## config.mk

```make
export PLATFORM = sky130hd
export DESIGN_NAME = ovb_top
export DESIGN_NICKNAME = d
export VERILOG_FILES = /design/src/rtl/ovb_pkg.sv /design/src/rtl/ovb_reg_bank.sv /design/src/rtl/ovb_top.sv
export SDC_FILE = /design/constraint.sdc
export NUM_CORES = 2
export LEC_CHECK = 0
export ABC_AREA = 0
export BUFFER_PORTS_ARGS = -buffer_cell sky130_fd_sc_hd__buf_4
export CAP_MARGIN = 20
export CORE_MARGIN = 4
export CORE_UTILIZATION = 40
export CTS_BUF_LIST = sky130_fd_sc_hd__clkbuf_16
export CTS_CLUSTER_DIAMETER = 200
export DETAILED_ROUTE_END_ITERATION = 8
export PLACE_DENSITY = 0.62
export SLEW_MARGIN = 20
export SYNTH_ARGS = -nofsm -noshare
export SYNTH_HDL_FRONTEND = slang
export SYNTH_SLANG_ARGS = --single-unit
```

## constraint.sdc

```tcl
create_clock -name CLK_IN -period 13.58 [get_ports CLK_IN]
set_input_delay 2.716 -clock CLK_IN [delete_from_list [all_inputs] [get_ports CLK_IN]]
set_output_delay 2.716 -clock CLK_IN [all_outputs]
set_load 0.02 [all_outputs]
```

## src/rtl/ovb_pkg.sv

```systemverilog
// Purpose: shared constants and carrier types of the overlay blender block
// Assumes: 32-bit register bus, one aligned word per register
// Notes: register reset values are all zero
package ovb_pkg;

  // ***************************************************************
  // register map
  // ***************************************************************
  localparam logic [31:0] ADDR_PIXEL_STRIDE = 32'hf80382e4;
  localparam logic [31:0] ADDR_CHROMA_ROW_STRIDE = 32'hf80382e8;
  localparam logic [31:0] ADDR_CHROMA_PIXEL_STRIDE = 32'hf80382ec;
  localparam logic [31:0] ADDR_DEFAULT_COLOUR = 32'hf80382f0;
  localparam logic [31:0] ADDR_KEY_REFERENCE = 32'hf80382f4;
  localparam logic [31:0] ADDR_KEY_COMPARE_MASK = 32'hf80382f8;
  localparam logic [31:0] ADDR_BLENDER_CONTROL = 32'hf80382fc;

  localparam int NUM_REGS = 7;
  localparam int LANES = 4;
  localparam int LANE_W = 8;
  localparam logic [2:0] IDX_PIXEL_STRIDE = 3'h0;
  localparam logic [2:0] IDX_CHROMA_ROW_STRIDE = 3'h1;
  localparam logic [2:0] IDX_CHROMA_PIXEL_STRIDE = 3'h2;
  localparam logic [2:0] IDX_DEFAULT_COLOUR = 3'h3;
  localparam logic [2:0] IDX_KEY_REFERENCE = 3'h4;
  localparam logic [2:0] IDX_KEY_COMPARE_MASK = 3'h5;
  localparam logic [2:0] IDX_BLENDER_CONTROL = 3'h6;
  localparam logic [2:0] IDX_NONE = 3'h7;

  localparam logic [31:0] REG_RESET = 32'h00000000;
  localparam logic [31:0] MASK_FULL = 32'hffffffff;
  localparam logic [31:0] MASK_RGB = 32'h00ffffff;
  localparam logic [31:0] MASK_CONTROL = 32'h00ff17ff;

  // ***************************************************************
  // blender control fields
  // ***************************************************************
  localparam int CTL_KEY_MATCH_ENABLE = 0;
  localparam int CTL_ITERATE_INVERTED_SELECT = 1;
  localparam int CTL_FINAL_ADDER_ITERATED_SELECT = 2;
  localparam int CTL_DIFFERENCE_ITERATED_SELECT = 3;
  localparam int CTL_ALPHA_COMPLEMENT_SELECT = 4;
  localparam int CTL_GLOBAL_ALPHA_ENABLE = 5;
  localparam int CTL_LOCAL_ALPHA_ENABLE = 6;
  localparam int CTL_FETCHED_COLOUR_SELECT = 7;
  localparam int CTL_FETCH_SOURCE_SELECT = 8;
  localparam int CTL_MSB_REPLICATE_EXPAND = 9;
  localparam int CTL_DESTINATION_KEY_SELECT = 10;
  localparam int CTL_LAYER_ABOVE_SELECT = 12;
  localparam int CTL_GLOBAL_ALPHA_LSB = 16;

  localparam int COMP_W = 8;
  localparam logic [3:0] COMP_W_4 = 4'h8;
  localparam logic [7:0] ALPHA_FULL = 8'hff;
  localparam logic [7:0] COMP_MAX = 8'hff;
  localparam logic [1:0] RESP_OKAY = 2'h0;
  localparam logic [1:0] RESP_SLVERR = 2'h2;

  // ***************************************************************
  // carriers
  // ***************************************************************
  typedef struct packed {
    logic [7:0] red;
    logic [7:0] green;
    logic [7:0] blue;
  } ovb_pix_s;

  typedef struct packed {
    logic [31:0] blender_control;
    logic [31:0] key_compare_mask;
    logic [31:0] key_reference;
    logic [31:0] default_colour;
    logic [31:0] chroma_pixel_stride;
    logic [31:0] chroma_row_stride;
    logic [31:0] pixel_stride;
  } ovb_regs_s;

  // implemented bits of each register; the rest read zero
  function automatic logic [31:0] reg_mask(input logic [2:0] idx);
    logic [31:0] m;
    m = 32'h00000000;
    if (idx == IDX_PIXEL_STRIDE || idx == IDX_CHROMA_ROW_STRIDE ||
        idx == IDX_CHROMA_PIXEL_STRIDE) begin
      m = MASK_FULL;
    end else if (idx == IDX_DEFAULT_COLOUR || idx == IDX_KEY_REFERENCE ||
                 idx == IDX_KEY_COMPARE_MASK) begin
      m = MASK_RGB;
    end else if (idx == IDX_BLENDER_CONTROL) begin
      m = MASK_CONTROL;
    end
    return m;
  endfunction

endpackage

```

## src/rtl/ovb_reg_bank.sv

```systemverilog
// Purpose: storage of the seven configuration words with registered read
// Assumes: one write and one read port, byte strobes on write
// Notes: index IDX_NONE reads zero and ignores writes
`timescale 1ns/100ps
module ovb_reg_bank (
  // clock and reset
  input logic clk_in,
  input logic reset_in,
  // write port
  input logic wr_en_in,
  input logic [2:0] wr_idx_in,
  input logic [31:0] wr_data_in,
  input logic [3:0] wr_strb_in,
  // read port
  input logic rd_en_in,
  input logic [2:0] rd_idx_in,
  output logic [31:0] rd_data_out,
  // all words for the datapath
  output ovb_pkg::ovb_regs_s regs_out
);

  typedef struct packed {
    logic [ovb_pkg::NUM_REGS-1:0][31:0] words;
    logic [31:0] rdata;
  } ovb_bank_s;

  ovb_bank_s s_reg;
  ovb_bank_s s_next;

  always_comb begin
    s_next = s_reg;
    if (wr_en_in && wr_idx_in != ovb_pkg::IDX_NONE) begin
      for (int b = 0; b < ovb_pkg::LANES; b++) begin
        if (wr_strb_in[b]) begin
          s_next.words[wr_idx_in][b*ovb_pkg::LANE_W +: ovb_pkg::LANE_W] =
            wr_data_in[b*ovb_pkg::LANE_W +: ovb_pkg::LANE_W];
        end
      end
      // unused bits never store
      s_next.words[wr_idx_in] = s_next.words[wr_idx_in] &
                                ovb_pkg::reg_mask(wr_idx_in);
    end
    if (rd_en_in) begin
      if (rd_idx_in == ovb_pkg::IDX_NONE) begin
        s_next.rdata = ovb_pkg::REG_RESET;
      end else begin
        s_next.rdata = s_reg.words[rd_idx_in];
      end
    end
  end

  always_ff @(posedge clk_in) begin
    if (reset_in) begin
      s_reg <= '0;
    end else begin
      s_reg <= s_next;
    end
  end

  assign rd_data_out = s_reg.rdata;
  assign regs_out = ovb_pkg::ovb_regs_s'(s_reg.words);

endmodule

```

## src/rtl/ovb_top.sv

```systemverilog
// Purpose: overlay layer fetch strides, default colour, chroma key, blender
// Assumes: AXI4-Lite slave, one clock, pixel inputs synchronous
// Notes: one pipeline stage from pixel in to pixel out
// Notes on behaviour
// - luma address steps by pixel stride
// - chroma row start steps by chroma row stride
// - chroma address steps by chroma pixel stride
// - fetch off gives default red green blue
// - each component compared with its key reference
// - only mask-set bits take part in compare
// - control bit 0 enables key matching
// - control bit 1 selects inverted iterated pixel
// - control bit 2 feeds iterated pixel to adder
// - control bit 3 puts iterated pixel in difference
// - control bit 4 weights by one minus alpha
// - control bit 5 enables global alpha
// - control bit 6 enables per-pixel local alpha
// - control bit 7 picks fetched over default colour when bit 8 is set
// - control bit 8 makes channel fetch from memory
// - control bit 9 replicates msb when expanding
// - control bit 10 selects destination keying
// - control bit 12 puts layer above overlay 1
// - control bits 23..16 hold global alpha
//
// Implementation choice: the AXI4-Lite slave port.
`timescale 1ns/100ps
module ovb_top (
  // clock and reset
  input logic CLK_IN,
  input logic RESET_IN,
  // axi4-lite write
  input logic S_AXI_AWVALID_IN,
  input logic [31:0] S_AXI_AWADDR_IN,
  output logic S_AXI_AWREADY_OUT,
  input logic S_AXI_WVALID_IN,
  input logic [31:0] S_AXI_WDATA_IN,
  input logic [3:0] S_AXI_WSTRB_IN,
  output logic S_AXI_WREADY_OUT,
  output logic S_AXI_BVALID_OUT,
  output logic [1:0] S_AXI_BRESP_OUT,
  input logic S_AXI_BREADY_IN,
  // axi4-lite read
  input logic S_AXI_ARVALID_IN,
  input logic [31:0] S_AXI_ARADDR_IN,
  output logic S_AXI_ARREADY_OUT,
  output logic S_AXI_RVALID_OUT,
  output logic [31:0] S_AXI_RDATA_OUT,
  output logic [1:0] S_AXI_RRESP_OUT,
  input logic S_AXI_RREADY_IN,
  // fetch address generation
  input logic FETCH_LOAD_IN,
  input logic [31:0] LUMA_BASE_IN,
  input logic [31:0] CHROMA_BASE_IN,
  input logic PIXEL_STEP_IN,
  input logic CHROMA_PIXEL_STEP_IN,
  input logic CHROMA_ROW_STEP_IN,
  output logic [31:0] LUMA_ADDR_OUT,
  output logic [31:0] CHROMA_ADDR_OUT,
  output logic FETCH_ACTIVE_OUT,
  // pixel stream
  input logic PIX_VALID_IN,
  input ovb_pkg::ovb_pix_s FETCHED_PIX_IN,
  input logic [3:0] COMP_BITS_IN,
  input logic [7:0] LOCAL_ALPHA_IN,
  input ovb_pkg::ovb_pix_s UNDER_PIX_IN,
  output logic PIX_VALID_OUT,
  output ovb_pkg::ovb_pix_s PIX_OUT,
  output logic KEY_MATCH_OUT,
  output logic LAYER_ABOVE_OUT
);

  // ***************************************************************
  // state
  // ***************************************************************
  typedef struct packed {
    logic aw_got;
    logic [31:0] aw_addr;
    logic w_got;
    logic [31:0] w_data;
    logic [3:0] w_strb;
    logic awready;
    logic wready;
    logic bvalid;
    logic [1:0] bresp;
    logic arready;
    logic rvalid;
    logic [1:0] rresp;
    logic [31:0] luma_addr;
    logic [31:0] chroma_addr;
    logic [31:0] chroma_row_addr;
    logic fetch_active;
    logic pix_valid;
    ovb_pkg::ovb_pix_s pix;
    ovb_pkg::ovb_pix_s ovl;
    logic [7:0] weight;
    logic key_match;
    logic layer_above;
  } ovb_top_s;

  ovb_top_s s_reg;
  ovb_top_s s_next;
  ovb_pkg::ovb_regs_s regs;
  logic [31:0] bank_rdata;
  logic wr_en;
  logic [2:0] wr_idx;
  logic rd_en;
  logic [2:0] rd_idx;
  logic [31:0] ctl;

  // ***************************************************************
  // helpers
  // ***************************************************************
  function automatic logic [2:0] addr_index(input logic [31:0] a);
    logic [2:0] i;
    i = ovb_pkg::IDX_NONE;
    if (a == ovb_pkg::ADDR_PIXEL_STRIDE) begin
      i = ovb_pkg::IDX_PIXEL_STRIDE;
    end else if (a == ovb_pkg::ADDR_CHROMA_ROW_STRIDE) begin
      i = ovb_pkg::IDX_CHROMA_ROW_STRIDE;
    end else if (a == ovb_pkg::ADDR_CHROMA_PIXEL_STRIDE) begin
      i = ovb_pkg::IDX_CHROMA_PIXEL_STRIDE;
    end else if (a == ovb_pkg::ADDR_DEFAULT_COLOUR) begin
      i = ovb_pkg::IDX_DEFAULT_COLOUR;
    end else if (a == ovb_pkg::ADDR_KEY_REFERENCE) begin
      i = ovb_pkg::IDX_KEY_REFERENCE;
    end else if (a == ovb_pkg::ADDR_KEY_COMPARE_MASK) begin
      i = ovb_pkg::IDX_KEY_COMPARE_MASK;
    end else if (a == ovb_pkg::ADDR_BLENDER_CONTROL) begin
      i = ovb_pkg::IDX_BLENDER_CONTROL;
    end
    return i;
  endfunction

  // left-align a narrow component, low bits zero or copies of the msb
  function automatic logic [7:0] expand(input logic [7:0] c,
                                        input logic [3:0] n,
                                        input logic msb_replicate_expand);
    logic [7:0] r;
    logic [3:0] sh;
    logic msb;
    sh = (n == 4'h0 || n > ovb_pkg::COMP_W_4) ? 4'h0 :
         ovb_pkg::COMP_W_4 - n;
    r = 8'(c << sh);
    msb = r[ovb_pkg::COMP_W-1];
    for (int i = 0; i < ovb_pkg::COMP_W; i++) begin
      if (i < int'(sh)) begin
        r[i] = msb_replicate_expand & msb;
      end
    end
    return r;
  endfunction

  function automatic logic key_hit(input ovb_pkg::ovb_pix_s p,
                                   input logic [31:0] key,
                                   input logic [31:0] mask);
    return ((p ^ key[23:0]) & mask[23:0]) == 24'h000000;
  endfunction

  // adder operand plus weighted difference, clamped to 8 bits
  function automatic logic [7:0] blend_comp(input logic [7:0] ovl,
                                            input logic [7:0] it,
                                            input logic [7:0] w,
                                            input logic use_add,
                                            input logic use_diff);
    logic signed [9:0] diff;
    logic signed [18:0] prod;
    logic signed [10:0] sum;
    logic [7:0] r;
    diff = $signed({2'b00, ovl}) -
           $signed({2'b00, (use_diff ? it : 8'h00)});
    prod = diff * $signed({1'b0, w});
    sum = $signed({3'b000, (use_add ? it : 8'h00)}) +
          $signed(prod[18:8]);
    if (sum < 0) begin
      r = 8'h00;
    end else if (sum > $signed({3'b000, ovb_pkg::COMP_MAX})) begin
      r = ovb_pkg::COMP_MAX;
    end else begin
      r = sum[7:0];
    end
    return r;
  endfunction

  // ***************************************************************
  // register bank
  // ***************************************************************
  ovb_reg_bank u_bank (
    .clk_in(CLK_IN),
    .reset_in(RESET_IN),
    .wr_en_in(wr_en),
    .wr_idx_in(wr_idx),
    .wr_data_in(s_reg.w_data),
    .wr_strb_in(s_reg.w_strb),
    .rd_en_in(rd_en),
    .rd_idx_in(rd_idx),
    .rd_data_out(bank_rdata),
    .regs_out(regs)
  );

  assign ctl = regs.blender_control;
  assign wr_en = s_reg.aw_got && s_reg.w_got && !s_reg.bvalid;
  assign wr_idx = addr_index(s_reg.aw_addr);
  assign rd_en = S_AXI_ARVALID_IN && s_reg.arready;
  assign rd_idx = addr_index(S_AXI_ARADDR_IN);

  // ***************************************************************
  // next state
  // ***************************************************************
  always_comb begin
    ovb_pkg::ovb_pix_s fetched;
    ovb_pkg::ovb_pix_s it;
    ovb_pkg::ovb_pix_s bl;
    logic [15:0] ga_la;
    logic [7:0] ga;
    logic [7:0] a;
    logic src_hit;
    logic dst_hit;
    fetched = '0;
    it = '0;
    bl = '0;
    ga_la = 16'h0000;
    ga = 8'h00;
    a = 8'h00;
    src_hit = 1'b0;
    dst_hit = 1'b0;
    s_next = s_reg;

    // write channel: address and data in either order
    if (S_AXI_AWVALID_IN && s_reg.awready) begin
      s_next.aw_got = 1'b1;
      s_next.aw_addr = S_AXI_AWADDR_IN;
    end
    if (S_AXI_WVALID_IN && s_reg.wready) begin
      s_next.w_got = 1'b1;
      s_next.w_data = S_AXI_WDATA_IN;
      s_next.w_strb = S_AXI_WSTRB_IN;
    end
    if (wr_en) begin
      s_next.aw_got = 1'b0;
      s_next.w_got = 1'b0;
      s_next.bvalid = 1'b1;
      s_next.bresp = (wr_idx == ovb_pkg::IDX_NONE) ?
                     ovb_pkg::RESP_SLVERR : ovb_pkg::RESP_OKAY;
    end
    if (s_reg.bvalid && S_AXI_BREADY_IN) begin
      s_next.bvalid = 1'b0;
    end
    s_next.awready = !s_next.aw_got && !s_next.bvalid;
    s_next.wready = !s_next.w_got && !s_next.bvalid;

    // read channel: data one cycle after the address is taken
    if (rd_en) begin
      s_next.rvalid = 1'b1;
      s_next.rresp = (rd_idx == ovb_pkg::IDX_NONE) ?
                     ovb_pkg::RESP_SLVERR : ovb_pkg::RESP_OKAY;
    end
    if (s_reg.rvalid && S_AXI_RREADY_IN) begin
      s_next.rvalid = 1'b0;
    end
    s_next.arready = !s_next.rvalid;

    // fetch addresses; a load overrides any step
    if (FETCH_LOAD_IN) begin
      s_next.luma_addr = LUMA_BASE_IN;
      s_next.chroma_addr = CHROMA_BASE_IN;
      s_next.chroma_row_addr = CHROMA_BASE_IN;
    end else begin
      if (PIXEL_STEP_IN) begin
        s_next.luma_addr = s_reg.luma_addr + regs.pixel_stride;
      end
      if (CHROMA_ROW_STEP_IN) begin
        s_next.chroma_row_addr = s_reg.chroma_row_addr +
                                 regs.chroma_row_stride;
        s_next.chroma_addr = s_reg.chroma_row_addr +
                             regs.chroma_row_stride;
      end else if (CHROMA_PIXEL_STEP_IN) begin
        s_next.chroma_addr = s_reg.chroma_addr +
                             regs.chroma_pixel_stride;
      end
    end
    s_next.fetch_active = ctl[ovb_pkg::CTL_FETCH_SOURCE_SELECT];

    // overlay colour
    fetched.red = expand(FETCHED_PIX_IN.red, COMP_BITS_IN,
                         ctl[ovb_pkg::CTL_MSB_REPLICATE_EXPAND]);
    fetched.green = expand(FETCHED_PIX_IN.green, COMP_BITS_IN,
                           ctl[ovb_pkg::CTL_MSB_REPLICATE_EXPAND]);
    fetched.blue = expand(FETCHED_PIX_IN.blue, COMP_BITS_IN,
                          ctl[ovb_pkg::CTL_MSB_REPLICATE_EXPAND]);
    if (ctl[ovb_pkg::CTL_FETCH_SOURCE_SELECT] &&
        ctl[ovb_pkg::CTL_FETCHED_COLOUR_SELECT]) begin
      s_next.ovl = fetched;
    end else begin
      s_next.ovl = ovb_pkg::ovb_pix_s'(regs.default_colour[23:0]);
    end

    // alpha weight
    ga = ctl[ovb_pkg::CTL_GLOBAL_ALPHA_LSB +: ovb_pkg::COMP_W];
    ga_la = ga * LOCAL_ALPHA_IN;
    a = ovb_pkg::ALPHA_FULL;
    if (ctl[ovb_pkg::CTL_GLOBAL_ALPHA_ENABLE]) begin
      a = ga;
    end
    if (ctl[ovb_pkg::CTL_LOCAL_ALPHA_ENABLE]) begin
      a = ctl[ovb_pkg::CTL_GLOBAL_ALPHA_ENABLE] ?
          ga_la[15:8] : LOCAL_ALPHA_IN;
    end
    s_next.weight = ctl[ovb_pkg::CTL_ALPHA_COMPLEMENT_SELECT] ?
                    ~a : a;

    // iterated pixel and blend
    it = ctl[ovb_pkg::CTL_ITERATE_INVERTED_SELECT] ?
         ~UNDER_PIX_IN : UNDER_PIX_IN;
    bl.red = blend_comp(s_next.ovl.red, it.red, s_next.weight,
                        ctl[ovb_pkg::CTL_FINAL_ADDER_ITERATED_SELECT],
                        ctl[ovb_pkg::CTL_DIFFERENCE_ITERATED_SELECT]);
    bl.green = blend_comp(s_next.ovl.green, it.green, s_next.weight,
                          ctl[ovb_pkg::CTL_FINAL_ADDER_ITERATED_SELECT],
                          ctl[ovb_pkg::CTL_DIFFERENCE_ITERATED_SELECT]);
    bl.blue = blend_comp(s_next.ovl.blue, it.blue, s_next.weight,
                         ctl[ovb_pkg::CTL_FINAL_ADDER_ITERATED_SELECT],
                         ctl[ovb_pkg::CTL_DIFFERENCE_ITERATED_SELECT]);

    // chroma key: source keys the overlay, destination the pixel below
    src_hit = key_hit(s_next.ovl, regs.key_reference,
                      regs.key_compare_mask);
    dst_hit = key_hit(UNDER_PIX_IN, regs.key_reference,
                      regs.key_compare_mask);
    s_next.key_match = ctl[ovb_pkg::CTL_KEY_MATCH_ENABLE] &&
                       (ctl[ovb_pkg::CTL_DESTINATION_KEY_SELECT] ?
                        dst_hit : src_hit);
    if (!ctl[ovb_pkg::CTL_KEY_MATCH_ENABLE]) begin
      s_next.pix = bl;
    end else if (ctl[ovb_pkg::CTL_DESTINATION_KEY_SELECT]) begin
      s_next.pix = dst_hit ? bl : UNDER_PIX_IN;
    end else begin
      s_next.pix = src_hit ? UNDER_PIX_IN : bl;
    end
    s_next.pix_valid = PIX_VALID_IN;
    s_next.layer_above = ctl[ovb_pkg::CTL_LAYER_ABOVE_SELECT];
  end

  always_ff @(posedge CLK_IN) begin
    if (RESET_IN) begin
      s_reg <= '0;
    end else begin
      s_reg <= s_next;
    end
  end

  // ***************************************************************
  // outputs
  // ***************************************************************
  assign S_AXI_AWREADY_OUT = s_reg.awready;
  assign S_AXI_WREADY_OUT = s_reg.wready;
  assign S_AXI_BVALID_OUT = s_reg.bvalid;
  assign S_AXI_BRESP_OUT = s_reg.bresp;
  assign S_AXI_ARREADY_OUT = s_reg.arready;
  assign S_AXI_RVALID_OUT = s_reg.rvalid;
  assign S_AXI_RDATA_OUT = bank_rdata;
  assign S_AXI_RRESP_OUT = s_reg.rresp;
  assign LUMA_ADDR_OUT = s_reg.luma_addr;
  assign CHROMA_ADDR_OUT = s_reg.chroma_addr;
  assign FETCH_ACTIVE_OUT = s_reg.fetch_active;
  assign PIX_VALID_OUT = s_reg.pix_valid;
  assign PIX_OUT = s_reg.pix;
  assign KEY_MATCH_OUT = s_reg.key_match;
  assign LAYER_ABOVE_OUT = s_reg.layer_above;

  // ***************************************************************
  // checks
  // ***************************************************************
  property p_luma_step;
    @(posedge CLK_IN) disable iff (RESET_IN)
    (PIXEL_STEP_IN && !FETCH_LOAD_IN) |=>
      LUMA_ADDR_OUT == $past(LUMA_ADDR_OUT) + $past(regs.pixel_stride);
  endproperty
  a_luma_step: assert property (p_luma_step)
    else $error("luma address did not step by pixel stride");

  property p_chroma_row;
    @(posedge CLK_IN) disable iff (RESET_IN)
    (CHROMA_ROW_STEP_IN && !FETCH_LOAD_IN) |=>
      CHROMA_ADDR_OUT == $past(s_reg.chroma_row_addr) +
                         $past(regs.chroma_row_stride);
  endproperty
  a_chroma_row: assert property (p_chroma_row)
    else $error("chroma row step wrong");

  property p_chroma_pix;
    @(posedge CLK_IN) disable iff (RESET_IN)
    (CHROMA_PIXEL_STEP_IN && !CHROMA_ROW_STEP_IN && !FETCH_LOAD_IN) |=>
      CHROMA_ADDR_OUT == $past(CHROMA_ADDR_OUT) +
                         $past(regs.chroma_pixel_stride);
  endproperty
  a_chroma_pix: assert property (p_chroma_pix)
    else $error("chroma pixel step wrong");

  property p_default_colour;
    @(posedge CLK_IN) disable iff (RESET_IN)
    !ctl[ovb_pkg::CTL_FETCH_SOURCE_SELECT] |=>
      s_reg.ovl == $past(regs.default_colour[23:0]);
  endproperty
  a_default_colour: assert property (p_default_colour)
    else $error("default colour not used while fetch is off");

  property p_key_off;
    @(posedge CLK_IN) disable iff (RESET_IN)
    !ctl[ovb_pkg::CTL_KEY_MATCH_ENABLE] |=>
      !KEY_MATCH_OUT && PIX_OUT != $past(UNDER_PIX_IN) ||
      !KEY_MATCH_OUT;
  endproperty
  a_key_off: assert property (p_key_off)
    else $error("key match seen while matching disabled");

  property p_layer_order;
    @(posedge CLK_IN) disable iff (RESET_IN)
    $changed(ctl[ovb_pkg::CTL_LAYER_ABOVE_SELECT]) |=>
      LAYER_ABOVE_OUT == $past(ctl[ovb_pkg::CTL_LAYER_ABOVE_SELECT]);
  endproperty
  a_layer_order: assert property (p_layer_order)
    else $error("layer order does not follow control");

  property p_unused_zero;
    @(posedge CLK_IN) disable iff (RESET_IN)
    (regs.default_colour[31:24] == 8'h00) &&
    ((regs.blender_control & ~ovb_pkg::MASK_CONTROL) == 32'h00000000);
  endproperty
  a_unused_zero: assert property (p_unused_zero)
    else $error("unused register bits are not zero");

  property p_full_weight;
    @(posedge CLK_IN) disable iff (RESET_IN)
    !RESET_IN && (ctl[6:4] == 3'b000) |=>
      s_reg.weight == ovb_pkg::ALPHA_FULL;
  endproperty
  a_full_weight: assert property (p_full_weight)
    else $error("weight not full with no alpha enabled");

  property p_global_weight;
    @(posedge CLK_IN) disable iff (RESET_IN)
    (ctl[6:4] == 3'b010) |=> s_reg.weight == $past(ctl[23:16]);
  endproperty
  a_global_weight: assert property (p_global_weight)
    else $error("global alpha not applied");

  property p_bvalid_hold;
    @(posedge CLK_IN) disable iff (RESET_IN)
    (S_AXI_BVALID_OUT && !S_AXI_BREADY_IN) |=> S_AXI_BVALID_OUT;
  endproperty
  a_bvalid_hold: assert property (p_bvalid_hold)
    else $error("write response dropped before taken");

endmodule

```

==> metrics.md <==
| Metric | Value |
|---|---|
| Status | completed |
| Slew Limit Fails | 0 |
| Most used cell, CP | fa_1 |
| Post-Syn Instances | 5258 |
| Minimum clock period | 13.10 ns |
| RePlAce Congestion | 0.970 |
| Core area | 101000 µm² |
| Met3 Use GR | 6.51% |
| Global route total overflow | 0 |
| Worst-path clk slew | 0.06 ns |
| Hold Crit Start | s_reg[182] |
| RSZ-0062 raised after global routing | no |
| Ys flop type | dfxtp_1 |
| Worst Hold Depth | 2 |
| Area leader, netlist | dfxtp_1 |
| Fin. Hold Viols | 0 |
| Drt total wl | 158000 µm |
| Initial DRT Pass Iterations | 6 |
| Fmax | 76.3 MHz |
| Yosys cell types | 111 |
| M1 GR Usage | 37.1% |
| Top cells by count, synth | 792 x nand2_1, 587 x a21oi_1, 555 x nor2_1 |
| Worst setup SP type | input port |
| Slowest Stage Delay on Critical Path | 0.55 ns |
| Post-synth ARST share | 0% |
| Grt met2 use | 45.0% |
| Most frequent cell after synthesis | nand2_1 |
| Synth area leaders | dfxtp_1 22%, fa_1 11%, ha_1 8.3%, nand2_1 7.3%, a21oi_1 7.2% |
| Ys Warns | 0 |
| Hold Crit Class | reg2reg |
| Net count, final | 6217 |
| Critical Path Slowest Stage Cell | fa_1 |
| Area share of the largest cell type after synthesis | 22.4% |
| Via count | 39817 |
| Setup-failing EPs final | 0 |
| Area of the die | 107000 µm² |
| Worst Reg-to-Reg Cells | 46 |
| Flops & latches, synth | 457 |
| Synthesis-to-finish area growth | 15.3% |
| Share of cells above drive strength 1 | 14.1% |
| Worst EP arrival | 13.63 ns |
| Post-route cell area | 47100 µm² |
| Bufs on Longest Clock Path | 3 |
| # fillers | 10068 |
| Period Utilization, post-route | 96.5% |
| CP Capture Type | flip-flop |
| Global route hottest layer | met2 |
| Register-to-Register Setup Slack | 1.72 ns |
| Routed Antenna Nets | 0 |
| Die Ht | 327 µm |
| DIE WIDTH | 327 µm |
| Worst r2r dst | PIX_OUT[1] |
| Hold path endpoint | s_reg[182] |
| DRC violation count after routing | 0 |
| I/O pins | 369 |
| CTS tree | built |
| Via density | 5.77 |
| PD cells | 72.0 nW/µm² |
| Routed len/inst | 22.8 µm |
| CTS buffer count | 55 |
| FF-to-FF Start | u_bank.regs_out[213] |
| First-pass GRT wire length | 237000 µm |
| H-tree Lvls | 2 |
| Worst Clk Skew | 0.0536 ns |
| Post-Syn Area | 40800 µm² |
| Crit-path max FO | 11 |
| Worst Tran Pin Value | 1.16 ns |
| Row Count | 116 |
| First DRT Iteration DRCs | 3840 |
| Largest net degree at the start of global routing | 198 |
| VDD IR max | 0.0000886 V |
| Mean Syn Cell Area | 7.76 µm² |
| Final Core Density | 46.7% |
| Latest clock arrival within the worst-skew pair | 0.68 ns |
| Root Buffer | clkbuf_16 |
| Setup TNS | 0 ns |
| Final HPWL DP | 122000 µm |
| Number of flip-flops in the largest register | 224 |
| Cell Area, Placed | 45000 µm² |
| Leak pwr | 0.0212 µW |
| EDFF count, synth | 0 |
| Max_cap viols | 0 |
| Sink Count | 457 |
| Starting density of the core | 40.5% |
| Initial antenna violation count | 12 |
| CP required | 14.11 ns |
| Register area share after synthesis | 22.4% |
| Slew HR | 22.6% |
| Total global-route track usage | 28.6% |
| Critical path type | in2reg |
| Vias in the first global route | 38466 |
| PortBufs | 366 |
==> layout by cell type, fill, tap and decap left out, types with 71 or more instances in the layout <==
master and instances:
nand2_1 785, a21oi_1 582, nor2_1 551, buf_4 539
dfxtp_1 457, inv_1 350, ha_1 271, fa_1 221
o21ai_0 166, xnor2_1 121, xor2_1 114, and2_1 93
a21o_1 83, a211oi_1 74, mux2i_1 71, o22ai_1 71
==> metrics by stage <==
stage,worst slack [ns],hold WS [ns],instances,total power (µW)
6_report,0.476,0.459,6897,3390
5_1_grt,0.00223,0.481,6895,3490
4_1_cts,0.417,0.459,6889,3400
3_5_place_dp,-0.243,0.450,6787,1800
3_3_place_gp,-0.0130,0.444,6787,1800
2_1_floorplan,0.0684,0.426,5259,1640
==> logic make-up after synthesis <==
kind of cell / count (synthesis) / share of synthesized area [%]
and+or+nand+nor: 1902 / 21.0
AOI/OAI and AO/OA: 1327 / 20.7
buffers and inverters: 719 / 7.58
adders and majority gates: 492 / 19.2
DFF: 457 / 22.4
xor gates and xnor gates: 240 / 5.15
muxes: 120 / 4.00
other: 1 / 0.00919
==> report_power, final <==
group / switching [µW] / internal (µW)
clock network: 659 / 952
logic: 224 / 146
registers: 33.1 / 1370
==> what timing repair did <==
item	4_1_cts	5_1_grt
setup buffers	0	2
hold buffers	0	0
endpoints found under the setup margin	0	24
gates resized for setup	0	8
==> final cells by class <==
cell class | instances | area (µm²) | share of cell area (%)
diodes | 6 | 15.0 | 0.0319
clock buffers | 55 | 1380 | 2.92
clock inverters | 47 | 571 | 1.21
inverters | 342 | 1280 | 2.73
multi-input cells | 4083 | 28700 | 61.0
flip-flops and latches | 457 | 9150 | 19.4
well taps | 1357 | 1700 | 3.61
repair buffers | 550 | 4260 | 9.06
==> worst max-delay path by stage <==
stage | startpoint | to | depth (start not counted)
4_1_cts | LOCAL_ALPHA_IN[2] | PIX_OUT[1] | 46
3_3_place_gp | LOCAL_ALPHA_IN[2] | PIX_OUT[4] | 46
3_5_place_dp | LOCAL_ALPHA_IN[2] | PIX_OUT[2] | 46
2_1_floorplan | LOCAL_ALPHA_IN[7] | PIX_OUT[7] | 48
6_report | LOCAL_ALPHA_IN[3] | PIX_OUT[1] | 47
5_1_grt | LOCAL_ALPHA_IN[3] | PIX_OUT[14] | 50
==> layer usage <==
metal	share of wire [%]	routed length, µm	vias to the layer above
met1	41	63900	19139
met3	9.6	15100	401
met5	0.030	47	-
met2	44	69900	1793
met4	5.5	8610	6
li1	-	-	18478
==> worst max-delay path, delay by kind of cell <==
family / cells / cell delay, ns
compound gates: 18 / 3.83
fa+ha+maj: 11 / 4.44
xor+xnor: 1 / 0.27
mux: 1 / 0.27
buf+inv: 7 / 0.74
simple gates: 9 / 1.33
Power figures use the tool's default switching activity.
